[src/cbd_defines.svh]
// Purpose: shared constants for the branch, bit and control decoder
// Assumes: included by its bare name wherever the constants are used
// Notes: widths are in bits, timing counts in core clock cycles
`ifndef CBD_DEFINES_SVH
`define CBD_DEFINES_SVH

// ----------------------------------------
// widths and reset values
// ----------------------------------------
`define PC_W 12
`define RESET_PC 12'h000
`define STACK_DEPTH 3'h6

// ----------------------------------------
// opcode low three bits, bit 3 is the direction or variant bit
// ----------------------------------------
`define KIND_BNZ 3'h0
`define KIND_CALL 3'h1
`define KIND_BNC 3'h2
`define KIND_BIT 3'h3
`define KIND_BZ 3'h4
`define KIND_CTRL 3'h5
`define KIND_BC 3'h6

// ----------------------------------------
// inherent control opcodes
// ----------------------------------------
`define OP_NOP 8'h2d
`define OP_RET 8'hcd
`define OP_INTERRUPT_RETURN 8'h4d
`define OP_STOP 8'h6d
`define OP_WAIT 8'hed

// ----------------------------------------
// cycles per instruction
// ----------------------------------------
`define CYC_SHORT 3'h2
`define CYC_BIT_TEST 3'h5
`define CYC_BIT_SETCLR 3'h4
`define CYC_ABS 3'h4
`define CYC_CTRL 3'h2

`endif

[src/cbd_pkg.sv]
// Purpose: types shared by the decoder and its bench
// Assumes: nothing beyond the defines header
// Notes: packed structs carry grouped signals across ports
package cbd_pkg;

  typedef enum logic [3:0] {
    CL_BNZ, CL_BNC, CL_BZ, CL_BC, CL_BTST, CL_BSC, CL_CALL, CL_JUMP,
    CL_NOP, CL_RET, CL_INTERRUPT_RETURN, CL_STOP, CL_WAIT, CL_FOREIGN
  } instr_class_e;

  typedef enum logic [1:0] {ST_RUN, ST_WAIT, ST_STOP, ST_FOREIGN} core_state_e;

  typedef struct packed {
    logic [7:0] addr;
    logic [7:0] wdata;
    logic we;
  } data_req_s;

  typedef struct packed {
    logic z;
    logic c;
  } flags_s;

endpackage

[src/ret_stack.sv]
// Purpose: circular return-address stack with registered top output
// Assumes: at most one push and one pop per cycle
// Notes: overflow silently overwrites the oldest entry
`include "cbd_defines.svh"

module ret_stack (
  input wire logic clk_sys_in, // core clock
  input wire logic nrst_in, // synchronous reset, active low
  input wire logic push_in, // store push_data_in on top
  input wire logic pop_in, // drop the top entry
  input wire logic [11:0] push_data_in, // address to store
  output logic [11:0] top_out // top entry, one cycle behind
);

  logic [11:0] mem [0:`STACK_DEPTH-1];
  logic [2:0] sp;

  wire logic [2:0] top_idx = (sp == 3'h0) ? (`STACK_DEPTH - 3'h1) : (sp - 3'h1);
  // push and pop together replace the top in place
  wire logic [2:0] wr_idx = pop_in ? top_idx : sp;
  wire logic [2:0] sp_inc = (sp == `STACK_DEPTH - 3'h1) ? 3'h0 : (sp + 3'h1);

  always_ff @(posedge clk_sys_in) begin
    if (!nrst_in) begin
      sp <= 3'h0;
    end else if (push_in && !pop_in) begin
      sp <= sp_inc;
    end else if (pop_in && !push_in) begin
      sp <= top_idx;
    end
  end

  always_ff @(posedge clk_sys_in) begin
    if (push_in) begin
      mem[wr_idx] <= push_data_in;
    end
    top_out <= mem[top_idx];
  end

endmodule

[src/cpu_branch_control_decode.sv]
// Purpose: decode and execute branch, bit, control, jump and call instructions
// Assumes: program and data memories answer combinationally in the same cycle
// Notes: other opcodes are handed out and finished by the rest of the core
//
// Functional notes
// - branch only when the selected condition holds, else fall through.
// - short branches are one byte, two cycles, flags untouched.
// - short branch reach is -15 to +16 around the branch address.
// - bit test branch displacement reaches -126 to +129.
// - bit test branch: three bytes, five cycles, bit into carry, zero kept.
// - any bit of any data byte can be tested.
// - bit set and clear change only the chosen bit.
// - bit set and clear: two bytes, four cycles, flags untouched.
// - bit number is a three-bit opcode field.
// - control instructions are one byte, two cycles; only interrupt return touches flags.
// - with watchdog selected, stop behaves as wait.
// - jump and call carry a twelve-bit absolute target.
// - jump and call: two bytes, four cycles, flags untouched.
// - low nibble map: 0 not-zero, 1 call, 2 no-carry, 3 bit test, 4 zero, 6 carry.
// - control group handles idle, returns and low-power entry.
// - short offset is a direction bit plus four-bit magnitude.
`include "cbd_defines.svh"

module cpu_branch_control_decode
  import cbd_pkg::*;
(
  input wire logic clk_sys_in, // core clock, 100 MHz
  input wire logic nrst_in, // synchronous reset, active low
  input wire logic [7:0] prog_data_in, // byte at prog_addr_out
  output logic [11:0] prog_addr_out, // program fetch address
  input wire logic [7:0] data_rdata_in, // byte at data_req_out.addr
  output data_req_s data_req_out, // data-space address, write data, strobe
  input wire logic alu_flag_we_in, // other units update flags
  input wire flags_s alu_flags_in, // their new flags
  output flags_s flags_out, // zero and carry flags
  input wire logic watchdog_sel_in, // watchdog function selected
  input wire logic int_req_in, // interrupt request level
  input wire logic [11:0] int_vec_in, // interrupt vector address
  output logic int_ack_out, // pulse: interrupt taken
  output logic [7:0] opcode_out, // current opcode
  output logic foreign_op_out, // pulse: opcode for another unit
  input wire logic foreign_done_in, // other unit finished
  input wire logic [1:0] foreign_len_in, // its length in bytes, 1 to 3
  output logic wait_mode_out, // core idles in wait
  output logic stop_mode_out // core idles in stop
);

  // ----------------------------------------
  // helper functions
  // ----------------------------------------
  function automatic instr_class_e decode(input logic [7:0] op);
    instr_class_e r;
    r = CL_FOREIGN;
    case (op[2:0])
      `KIND_BNZ: r = CL_BNZ;
      `KIND_BNC: r = CL_BNC;
      `KIND_BZ: r = CL_BZ;
      `KIND_BC: r = CL_BC;
      `KIND_CALL: r = op[3] ? CL_JUMP : CL_CALL;
      `KIND_BIT: r = op[3] ? CL_BSC : CL_BTST;
      `KIND_CTRL: begin
        case (op)
          `OP_NOP: r = CL_NOP;
          `OP_RET: r = CL_RET;
          `OP_INTERRUPT_RETURN: r = CL_INTERRUPT_RETURN;
          `OP_STOP: r = CL_STOP;
          `OP_WAIT: r = CL_WAIT;
          default: r = CL_FOREIGN;
        endcase
      end
      default: r = CL_FOREIGN;
    endcase
    return r;
  endfunction

  function automatic logic [2:0] last_idx(input instr_class_e c);
    logic [2:0] r;
    case (c)
      CL_BTST: r = `CYC_BIT_TEST - 3'h1;
      CL_BSC: r = `CYC_BIT_SETCLR - 3'h1;
      CL_CALL, CL_JUMP: r = `CYC_ABS - 3'h1;
      CL_NOP, CL_RET, CL_INTERRUPT_RETURN, CL_STOP, CL_WAIT: r = `CYC_CTRL - 3'h1;
      CL_FOREIGN: r = 3'h7;
      default: r = `CYC_SHORT - 3'h1;
    endcase
    return r;
  endfunction

  function automatic logic is_short(input instr_class_e c);
    return c == CL_BNZ || c == CL_BNC || c == CL_BZ || c == CL_BC;
  endfunction

  // ----------------------------------------
  // state and decode
  // ----------------------------------------
  core_state_e state, next_state;
  flags_s int_flags, next_flags;
  data_req_s next_req;
  logic [11:0] pc, next_pc, stack_top;
  logic [7:0] byte2, ee;
  logic [2:0] cyc;
  logic btst_take;

  wire instr_class_e cls = decode(opcode_out);
  wire logic run = state == ST_RUN;
  wire logic last = run && cyc != 3'h0 && cyc == last_idx(cls);
  wire logic [2:0] bitn = {opcode_out[5], opcode_out[6], opcode_out[7]};
  wire logic [7:0] mask = 8'h01 << bitn;
  wire logic tested = data_rdata_in[bitn];
  wire logic [7:0] modified = opcode_out[4] ? (data_rdata_in | mask) : (data_rdata_in & ~mask);
  wire logic wr_now = run && cyc == 3'h2 && cls == CL_BSC;
  wire logic foreign_end = state == ST_FOREIGN && foreign_done_in;
  wire logic [11:0] foreign_pc = pc + {10'h000, foreign_len_in};

  // ----------------------------------------
  // branch conditions and targets
  // ----------------------------------------
  wire logic br_taken = (cls == CL_BNZ && !flags_out.z) || (cls == CL_BZ && flags_out.z) ||
                        (cls == CL_BNC && !flags_out.c) || (cls == CL_BC && flags_out.c);
  // bit 3 set means backward; reach is -15 .. +16
  wire logic [11:0] short_tgt = opcode_out[3] ? (pc - {8'h00, opcode_out[7:4]}) :
                                (pc + {8'h00, opcode_out[7:4]} + 12'h001);
  wire logic [11:0] btst_tgt = pc + 12'h002 + {{4{ee[7]}}, ee};
  wire logic [11:0] abs_tgt = {opcode_out[7:4], byte2};

  assign next_pc = is_short(cls) ? (br_taken ? short_tgt : pc + 12'h001) :
                   (cls == CL_BTST) ? (btst_take ? btst_tgt : pc + 12'h003) :
                   (cls == CL_BSC) ? pc + 12'h002 :
                   (cls == CL_CALL || cls == CL_JUMP) ? abs_tgt :
                   (cls == CL_RET || cls == CL_INTERRUPT_RETURN) ? stack_top : pc + 12'h001;

  // ----------------------------------------
  // return stack and interrupt entry
  // ----------------------------------------
  // interrupts enter only at instruction boundaries or from idle
  wire logic int_take = int_req_in && (last || state == ST_WAIT || state == ST_STOP);
  wire logic push = (run && cyc == 3'h1 && cls == CL_CALL) || int_take;
  wire logic pop = last && (cls == CL_RET || cls == CL_INTERRUPT_RETURN);
  wire logic [11:0] push_data = int_take ? (last ? next_pc : pc) : pc + 12'h002;

  ret_stack u_stack (
    .clk_sys_in(clk_sys_in),
    .nrst_in(nrst_in),
    .push_in(push),
    .pop_in(pop),
    .push_data_in(push_data),
    .top_out(stack_top)
  );

  // ----------------------------------------
  // next values
  // ----------------------------------------
  always_comb begin
    next_state = state;
    case (state)
      ST_RUN: begin
        if (int_take) begin
          next_state = ST_RUN;
        end else if (cyc == 3'h1 && cls == CL_FOREIGN) begin
          next_state = ST_FOREIGN;
        end else if (last && cls == CL_STOP) begin
          next_state = watchdog_sel_in ? ST_WAIT : ST_STOP;
        end else if (last && cls == CL_WAIT) begin
          next_state = ST_WAIT;
        end
      end
      ST_WAIT, ST_STOP: next_state = int_take ? ST_RUN : state;
      ST_FOREIGN: next_state = foreign_done_in ? ST_RUN : ST_FOREIGN;
      default: next_state = ST_RUN;
    endcase
  end

  // interrupt_return restore wins over carry copy and other units
  assign next_flags = (last && cls == CL_INTERRUPT_RETURN) ? int_flags :
                      (run && cyc == 3'h2 && cls == CL_BTST) ? {flags_out.z, tested} :
                      alu_flag_we_in ? alu_flags_in : flags_out;

  wire logic [11:0] next_addr = int_take ? int_vec_in :
                                foreign_end ? foreign_pc :
                                last ? next_pc :
                                (run && cyc == 3'h0) ? pc + 12'h001 :
                                (run && cyc == 3'h1) ? pc + 12'h002 : prog_addr_out;

  wire logic addr_load = run && cyc == 3'h1 && (cls == CL_BSC || cls == CL_BTST);
  assign next_req = '{addr: addr_load ? prog_data_in : data_req_out.addr,
                      wdata: wr_now ? modified : data_req_out.wdata,
                      we: wr_now};

  // ----------------------------------------
  // registers
  // ----------------------------------------
  always_ff @(posedge clk_sys_in) begin
    if (!nrst_in) begin
      state <= ST_RUN;
      cyc <= 3'h0;
      pc <= `RESET_PC;
      prog_addr_out <= `RESET_PC;
    end else begin
      state <= next_state;
      cyc <= (run && !last && next_state == ST_RUN) ? cyc + 3'h1 : 3'h0;
      pc <= int_take ? int_vec_in : foreign_end ? foreign_pc : last ? next_pc : pc;
      prog_addr_out <= next_addr;
    end
  end

  always_ff @(posedge clk_sys_in) begin
    if (!nrst_in) begin
      opcode_out <= 8'h00;
      byte2 <= 8'h00;
      ee <= 8'h00;
      btst_take <= 1'b0;
    end else begin
      if (run && cyc == 3'h0) begin
        opcode_out <= prog_data_in;
      end
      if (run && cyc == 3'h1) begin
        byte2 <= prog_data_in;
      end
      if (run && cyc == 3'h2 && cls == CL_BTST) begin
        ee <= prog_data_in;
        btst_take <= tested == opcode_out[4];
      end
    end
  end

  always_ff @(posedge clk_sys_in) begin
    if (!nrst_in) begin
      flags_out <= '0;
      int_flags <= '0;
      data_req_out <= '0;
      int_ack_out <= 1'b0;
      foreign_op_out <= 1'b0;
      wait_mode_out <= 1'b0;
      stop_mode_out <= 1'b0;
    end else begin
      flags_out <= next_flags;
      int_flags <= int_take ? flags_out : int_flags;
      data_req_out <= next_req;
      int_ack_out <= int_take;
      foreign_op_out <= run && cyc == 3'h1 && cls == CL_FOREIGN;
      wait_mode_out <= next_state == ST_WAIT;
      stop_mode_out <= next_state == ST_STOP;
    end
  end
endmodule

[config.mk]
export PLATFORM = sky130hd
export DESIGN_NAME = cpu_branch_control_decode
export DESIGN_NICKNAME = d
export VERILOG_FILES = /design/src/cbd_pkg.sv /design/src/ret_stack.sv /design/src/cpu_branch_control_decode.sv
export VERILOG_INCLUDE_DIRS = /design/src
export SDC_FILE = /design/constraint.sdc
export NUM_CORES = 1
export LEC_CHECK = 0
export ABC_AREA = 1
export BUFFER_PORTS_ARGS = -buffer_cell sky130_fd_sc_hd__buf_4
export CAP_MARGIN = 10
export CORE_ASPECT_RATIO = 1.1
export CORE_MARGIN = 4
export CORE_UTILIZATION = 57
export CTS_BUF_LIST = sky130_fd_sc_hd__clkbuf_8
export DETAILED_ROUTE_END_ITERATION = 6
export PLACE_DENSITY = 0.76
export SLEW_MARGIN = 20
export SYNTH_ARGS = -nofsm -noshare
export SYNTH_HDL_FRONTEND = slang
export SYNTH_SLANG_ARGS = --single-unit
[constraint.sdc]
create_clock -name clk_sys_in -period 10.1 [get_ports clk_sys_in]
set_clock_uncertainty 0.05 [all_clocks]
set_input_delay 2.02 -clock clk_sys_in [delete_from_list [all_inputs] [get_ports clk_sys_in]]
set_output_delay 2.02 -clock clk_sys_in [all_outputs]
set_load 0.01 [all_outputs]
* Yosys cells after proc, flatten, opt, wreduce, memory -nomap -nowiden
Memories as Yosys holds them, arrays and structs flattened. A register that Yosys moved wholly into a read port is not among the register bits. Index checks and enable logic that the tools add are counted.
Storage, ports and cells: register bits 82, memory bits (writable) 72, ROM bits 48, input port bits 38, output and inout port bits 43, word-level logic and storage cells 170, memories 2
Operators by class: $add $sub $neg 11, magnitude comparators 1, eq/ne operators 34, shifts and indexed selects 1, multiplexer cells 42, bitwise gates (word level) 3, reduce and logical (&&, ||, !) cells 56
Memories:
- u_stack.mem | depth 6, bits a word 12, rd ports 1, clocked after Yosys merged registers in 1, wr ports 1, line ret_stack.sv:15 | logic [11:0] mem [0:`STACK_DEPTH-1];
- (name not given) | depth 16, bits a word 3, rd ports 1, clocked after Yosys merged registers in 0, wr ports 0, line cpu_branch_control_decode.sv:78 | case (c)
Operator list (number):
- 12-bit 2-to-1 mux | 17
- 4-bit case mux with 7 select lines | 1
- 1-bit logical AND | 25
- 12-bit by 1-bit adder with 12-bit output (second input constant) | 2
- 12-bit by 2-bit adder with 12-bit output (second input constant) | 2
- 4-bit == test (second input constant) | 5
- 2-bit 2-to-1 mux | 10
- 4-bit by 3-bit == test with 1-bit output (second input constant) | 4
- 8-bit by 7-bit == test with 1-bit output (second input constant) | 2
- 8-bit == test (second input constant) | 2
- 3-bit 2-to-1 mux | 5
- 3-bit case mux with 5 select lines | 1
- 12-bit adder | 1
- 12-bit by 2-bit adder with 12-bit output | 1
- 12-bit by 4-bit adder with 12-bit output | 1
- 3-bit == test (second input constant) | 4
- 1-bit logical OR | 12
- 12-bit by 4-bit subtractor with 12-bit output | 1
- 3-bit by 2-bit == test with 1-bit output (second input constant) | 3
- 3-bit logical NOT | 3
- 8-bit AND | 1
- 4-bit by 2-bit == test with 1-bit output (second input constant) | 2
- 8-bit by 6-bit == test with 1-bit output (second input constant) | 1
- 8-bit 2-to-1 mux | 1
- 24 further kinds | 41

* Depth between registers and ports, before layout
An unclocked memory read counts as a cell.
depth in word-level cells 15, gate-level depth with buffers 25, depth with buffers taken out 24

* Cells and area by module
A second synthesis with hierarchy kept.
Unflattened totals: cells, all modules 1498, area total of the unflattened synthesis 10468.8 sq um
Modules (own cells, without submodules):
- cpu_branch_control_decode | times used 1, cells each 1173, area an instance 6961.7 sq um, seq. area each 1581.5 sq um
- ret_stack | times used 1, cells each 325, area an instance 3507.1 sq um, seq. area each 2462.4 sq um

* Worst setup path before layout
No wires, ideal clock.
path kind in2reg, start input port foreign_len_in[0], end register pc[8], library setup time 71 ps, data arrival time 3325 ps, required time 9979 ps, path slack 6655 ps, stages 11, path buffers 0, cells stage by stage ha_1 inv_1 fa_1 nor2_1 inv_1 nor2_1 xor2_1 nand2_1 nand2_1 nand2_1 a21oi_1
On the way: word-level cells in the longest chain between the ends 3
Ends and longest elaborated chain:
- start, declared | line cpu_branch_control_decode.sv:43 | input wire logic [1:0] foreign_len_in,
- 12-bit by 2-bit adder with 12-bit output | line cpu_branch_control_decode.sv:113 | wire logic [11:0] foreign_pc = pc + {10'h000, foreign_len_in};
- 12-bit 2-to-1 mux (2 in a row) | line cpu_branch_control_decode.sv:201 | pc <= int_take ? int_vec_in : foreign_end ? foreign_pc : last ? next_pc : pc;
- end signal, assigned | line cpu_branch_control_decode.sv:196 | pc <= `RESET_PC;
- end signal, assigned | line cpu_branch_control_decode.sv:201
- end, declared | line cpu_branch_control_decode.sv:99 | logic [11:0] pc, next_pc, stack_top;
No other way between the ends. A chain may end at the register's enable or synchronous reset.

* Final worst setup path
start register opcode_out[0], end memory u_stack.mem[3][11] (enable)
On the way: word-level cells in the longest chain between the ends 12, elaborated cells on any way between the ends 30, those cells by class eq/ne (15); mux (5); reduce/logical (9); memory (1)
Ends and longest elaborated chain:
- start, declared | line cpu_branch_control_decode.sv:40 | output logic [7:0] opcode_out,
- start signal, assigned | line cpu_branch_control_decode.sv:214 | opcode_out <= prog_data_in;
- 8-bit == test (tied with other cells) | line cpu_branch_control_decode.sv:62 | case (op)
- 3-bit case mux with 5 select lines | line cpu_branch_control_decode.sv:62
- 4-bit case mux with 7 select lines * | line cpu_branch_control_decode.sv:54 | case (op[2:0])
- memory 16 x 3 bit
- 3-bit == test | line cpu_branch_control_decode.sv:106 | wire logic last = run && cyc != 3'h0 && cyc == last_idx(cls);
- 1-bit logical AND | line cpu_branch_control_decode.sv:106
- 1-bit logical OR (2 in a row) | line cpu_branch_control_decode.sv:136 | wire logic int_take = int_req_in && (last || state == ST_WAIT || state == ST_STOP);
- 1-bit logical AND | line cpu_branch_control_decode.sv:136
- 1-bit logical OR | line cpu_branch_control_decode.sv:137 | wire logic push = (run && cyc == 3'h1 && cls == CL_CALL) || int_take;
- 1-bit 2-to-1 mux | line ret_stack.sv:34 | if (push_in) begin
- 1-bit 2-to-1 mux (not written as such) | line ret_stack.sv:35 | mem[wr_idx] <= push_data_in;
- end, declared | line ret_stack.sv:15
Every way passes the cells marked *; elsewhere a longest branch is shown, timed or not.

==> insert_results.sql <==
INSERT INTO impl_metrics (metric_group, metric, value, unit) VALUES
('timing', 'number_of_hold_slack_violations_in_the_final_timing_report', '0', ''),
('critical_path', 'regToRegSetupSlack', '5360', 'ps'),
('grt', 'grt_max_degree', '46', ''),
('cts', 'clk_transition_reported_paths', '90', 'ps'),
('critical_path', 'critical_path_endpoint', 'u_stack.mem[3][11]$_DFFE_PP_', ''),
('yosys', 'synth_largest_type_area_fraction', '0.210', ''),
('power', 'peakVddDrop', '0.000173', 'V'),
('critical_path', 'critical_path.startpoint', 'opcode_out[0]$_SDFFE_PN0P_', ''),
('yosys', 'yosys_warnings', '0', ''),
('yosys', 'post-synth-top-area-cell', 'sky130_fd_sc_hd__edfxtp_1', ''),
('route', 'route.detailed.drc', '0', ''),
('grt', 'grt_util_met2', '0.503', ''),
('critical_path', 'setup.worst_path.end_class', 'flip-flop', ''),
('timing', 'maxClockFrequency', '211', 'MHz'),
('yosys', 'ys_types', '44', ''),
('finish', 'fillers', '1643', ''),
('cts', 'cts_buffer_depth', '2', ''),
('route', 'detail-route-antenna-nets', '0', ''),
('finish', 'num-nets-final', '1570', ''),
('critical_path', 'worst_setup_path_start_kind', 'flip-flop', ''),
('placement', 'place.port_buffers', '80', ''),
('cts', 'postCtsSetupRepairBufs', '0', ''),
('yosys', 'number_of_nets_in_the_synthesized_netlist', '1529', ''),
('min_path', 'min-delay-path-class', 'reg -> reg', ''),
('critical_path', 'timing.critical_path.fanout_max', '24', ''),
('cts', 'tritoncts_clock_tree', 'built', ''),
('yosys', 'synth_sequential_area_ratio', '0.392', ''),
('finish', 'antenna-diode-count', '0', ''),
('floorplan', 'chipWidth', '136', 'um'),
('floorplan', 'core.rowCount', '51', ''),
('power', 'pwr_per_cell_area', '285', 'nW/um^2'),
('status', 'run_status', 'completed', ''),
('critical_path', 'timing.reg2reg.worst_path_depth', '14', ''),
('timing', 'final_min_period_over_clock_period', '0.469', ''),
('route', 'via_count', '10100', ''),
('timing', 'setup_viol', '0', ''),
('yosys', 'synthArstFlopShare', '0', ''),
('placement', 'dp_hpwl', '23100', 'um'),
('route', 'sum_of_routed_wire_length_over_all_layers', '31100', 'um'),
('timing', 'final_max_slew_viol_count', '0', ''),
('cts', 'cts.root.buffer_cell', 'sky130_fd_sc_hd__clkbuf_8', ''),
('timing', 'worst_slew_pin_slew', '1100', 'ps'),
('flow_run', 'max-cap-violations', '0', ''),
('timing', 'sum_of_negative_setup_slack', '0', 'ps'),
('cts', 'cts_resized', '0', ''),
('power', 'power_leakage', '0.00508', 'uW'),
('critical_path', 'critPathArrivalTime', '4780', 'ps'),
('route', 'initialDrtViolationCount', '1270', ''),
('timing', 'rsz0062_at_grt', 'no', ''),
('finish', 'post-route-util', '0.642', ''),
('timing', 'period_needed', '4740', 'ps'),
('yosys', 'synth.ff_latch_count', '166', ''),
('power', 'tot_pwr', '3250', 'uW'),
('yosys', 'synth-edff-count', '72', ''),
('critical_path', 'r2r-start', 'opcode_out[0]$_SDFFE_PN0P_', ''),
('yosys', 'post_synth_main_area_contributors', 'sky130_fd_sc_hd__edfxtp_1, sky130_fd_sc_hd__dfxtp_1, sky130_fd_sc_hd__nand2_1', ''),
('grt', 'globalRoute.busiestLayer', 'met2', ''),
('cts', 'clock_network_latency_to_the_later_pin_of_the_worst_skew_pair', '480', 'ps'),
('grt', 'globalRouteTotalUtil', '0.308', ''),
('route', 'wl_per_cell', '17.8', 'um'),
('floorplan', 'die_height', '149', 'um'),
('cts', 'cts-hold-fix-buffers', '0', ''),
('grt', 'grtUsageMet3', '0.0530', ''),
('grt', 'grt_first_pass_wirelength', '49000', 'um'),
('finish', 'syn2layout_area_growth', '10.5', '%'),
('yosys', 'dominantRegCellSynth', 'sky130_fd_sc_hd__dfxtp_1', ''),
('yosys', 'yosysMostFrequentCell', 'sky130_fd_sc_hd__nand2_1', ''),
('critical_path', 'r2r-end', 'u_stack.mem[3][11]$_DFFE_PP_', ''),
('yosys', 'avgSynthCellArea', '7.11', 'sq um'),
('yosys', 'postSynthCellCount', '1451', ''),
('placement', 'globalplace.congestion', '1.01', '');
[state kept, by name, summed over array words and instances, names as in the netlist, 3 cells and up]
register         flops
u_stack.sp           3
pc                  12
ee                   8
u_stack.mem         72
data_req_out        17
prog_addr_out       12
cyc                  3
u_stack.top_out     12
byte2                8
opcode_out           8
[critical path, cell delays in order (launching register included)]
cell	delay, ps
sky130_fd_sc_hd__dfxtp_1	820
sky130_fd_sc_hd__inv_2	280
sky130_fd_sc_hd__nor2_2	320
sky130_fd_sc_hd__nand2_1	110
sky130_fd_sc_hd__o21ai_2	110
sky130_fd_sc_hd__nand4_4	280
sky130_fd_sc_hd__nand2_1	160
sky130_fd_sc_hd__nand3_2	100
sky130_fd_sc_hd__nor2_4	130
sky130_fd_sc_hd__nand2_4	180
sky130_fd_sc_hd__inv_4	350
sky130_fd_sc_hd__nand2_4	140
sky130_fd_sc_hd__o21ai_0	280
sky130_fd_sc_hd__nand2_1	150
sky130_fd_sc_hd__nor2_1	860
[cells in the final DEF, fill, tap and decap left out, types with 4 or more instances in the layout]
cell type                    n
sky130_fd_sc_hd__nand3_2     6
sky130_fd_sc_hd__inv_2      13
sky130_fd_sc_hd__nand3_1    67
sky130_fd_sc_hd__inv_6       7
sky130_fd_sc_hd__edfxtp_1   72
sky130_fd_sc_hd__xor2_1     20
sky130_fd_sc_hd__a22oi_1    15
sky130_fd_sc_hd__ha_1       36
sky130_fd_sc_hd__o21ai_0   147
sky130_fd_sc_hd__nand2_2     7
sky130_fd_sc_hd__nor3_1      8
sky130_fd_sc_hd__a21oi_1   134
sky130_fd_sc_hd__nor3_2      4
sky130_fd_sc_hd__fa_1        4
sky130_fd_sc_hd__nor2_1    149
sky130_fd_sc_hd__o21ai_2     8
sky130_fd_sc_hd__inv_1     107
sky130_fd_sc_hd__clkbuf_8   17
sky130_fd_sc_hd__nor2_2      4
sky130_fd_sc_hd__a211oi_1    5
sky130_fd_sc_hd__dfxtp_1    94
sky130_fd_sc_hd__nand2_4     4
sky130_fd_sc_hd__o211ai_1   12
sky130_fd_sc_hd__clkinv_1    7
sky130_fd_sc_hd__a31oi_1    12
sky130_fd_sc_hd__nand4_1    10
sky130_fd_sc_hd__nand2_1   410
sky130_fd_sc_hd__buf_4      87
sky130_fd_sc_hd__o21ai_1    12
[worst min path at each step]
stage	depth (start not counted)	slack, ps	to	start
finish	2	430	data_req_out[3]$_SDFFE_PN0P_	data_req_out[3]$_SDFFE_PN0P_
global route	2	450	data_req_out[3]$_SDFFE_PN0P_	data_req_out[3]$_SDFFE_PN0P_
CTS	2	420	data_req_out[3]$_SDFFE_PN0P_	data_req_out[3]$_SDFFE_PN0P_
detailed placement	2	410	data_req_out[3]$_SDFFE_PN0P_	data_req_out[3]$_SDFFE_PN0P_
global placement	2	410	data_req_out[3]$_SDFFE_PN0P_	data_req_out[3]$_SDFFE_PN0P_
floorplan	2	400	byte2[0]$_SDFFE_PN0P_	byte2[0]$_SDFFE_PN0P_
[metrics by stage]
step           std cells  setup WS [ps]  cell area, sq um  hold slack (ps)
4_1_cts             1743           5400             11400              422
3_5_place_dp        1711           5470             11000              408
2_1_floorplan       1451           6650             10300              396
6_report            1743           5360             11400              426
3_3_place_gp        1711           5650             11000              406
5_1_grt             1743           5140             11400              450
[routing by layer]
metal  up-vias  part of all wire
met1      4500              0.41
met3       108             0.087
met5         -                 0
met4         0             0.038
li1       4910                 -
met2       544              0.47
[power breakdown]
part,total [uW],switching (uW),internal (uW)
clock,521,269,251
combinational,1700,1170,532
sequential,1020,161,861
[cell families (layout without fill, tap and decap cells)]
kind of cell             after synthesis  in the layout  synth area share
XOR/XNOR                              22             22            0.0187
AND/OR/NAND/NOR                      677            677             0.275
AO/OA/AOI/OAI                        354            354             0.186
buffers and inverters                192            246            0.0761
flip-flops                           166            166             0.392
adder cells (fa/ha/maj)               40             40            0.0515
[final cells by class]
cell class | instances | area, sq um | share of cell area
Inverter | 127 | 479 | 0.0421
Clock buffer | 17 | 234 | 0.0205
Multi-Input combinational cell | 1093 | 5490 | 0.482
Tap cell | 238 | 298 | 0.0261
Sequential cell | 166 | 4040 | 0.355
Clock inverter | 15 | 194 | 0.0170
Timing Repair Buffer | 87 | 653 | 0.0573
Power figures use the tool's default switching activity.
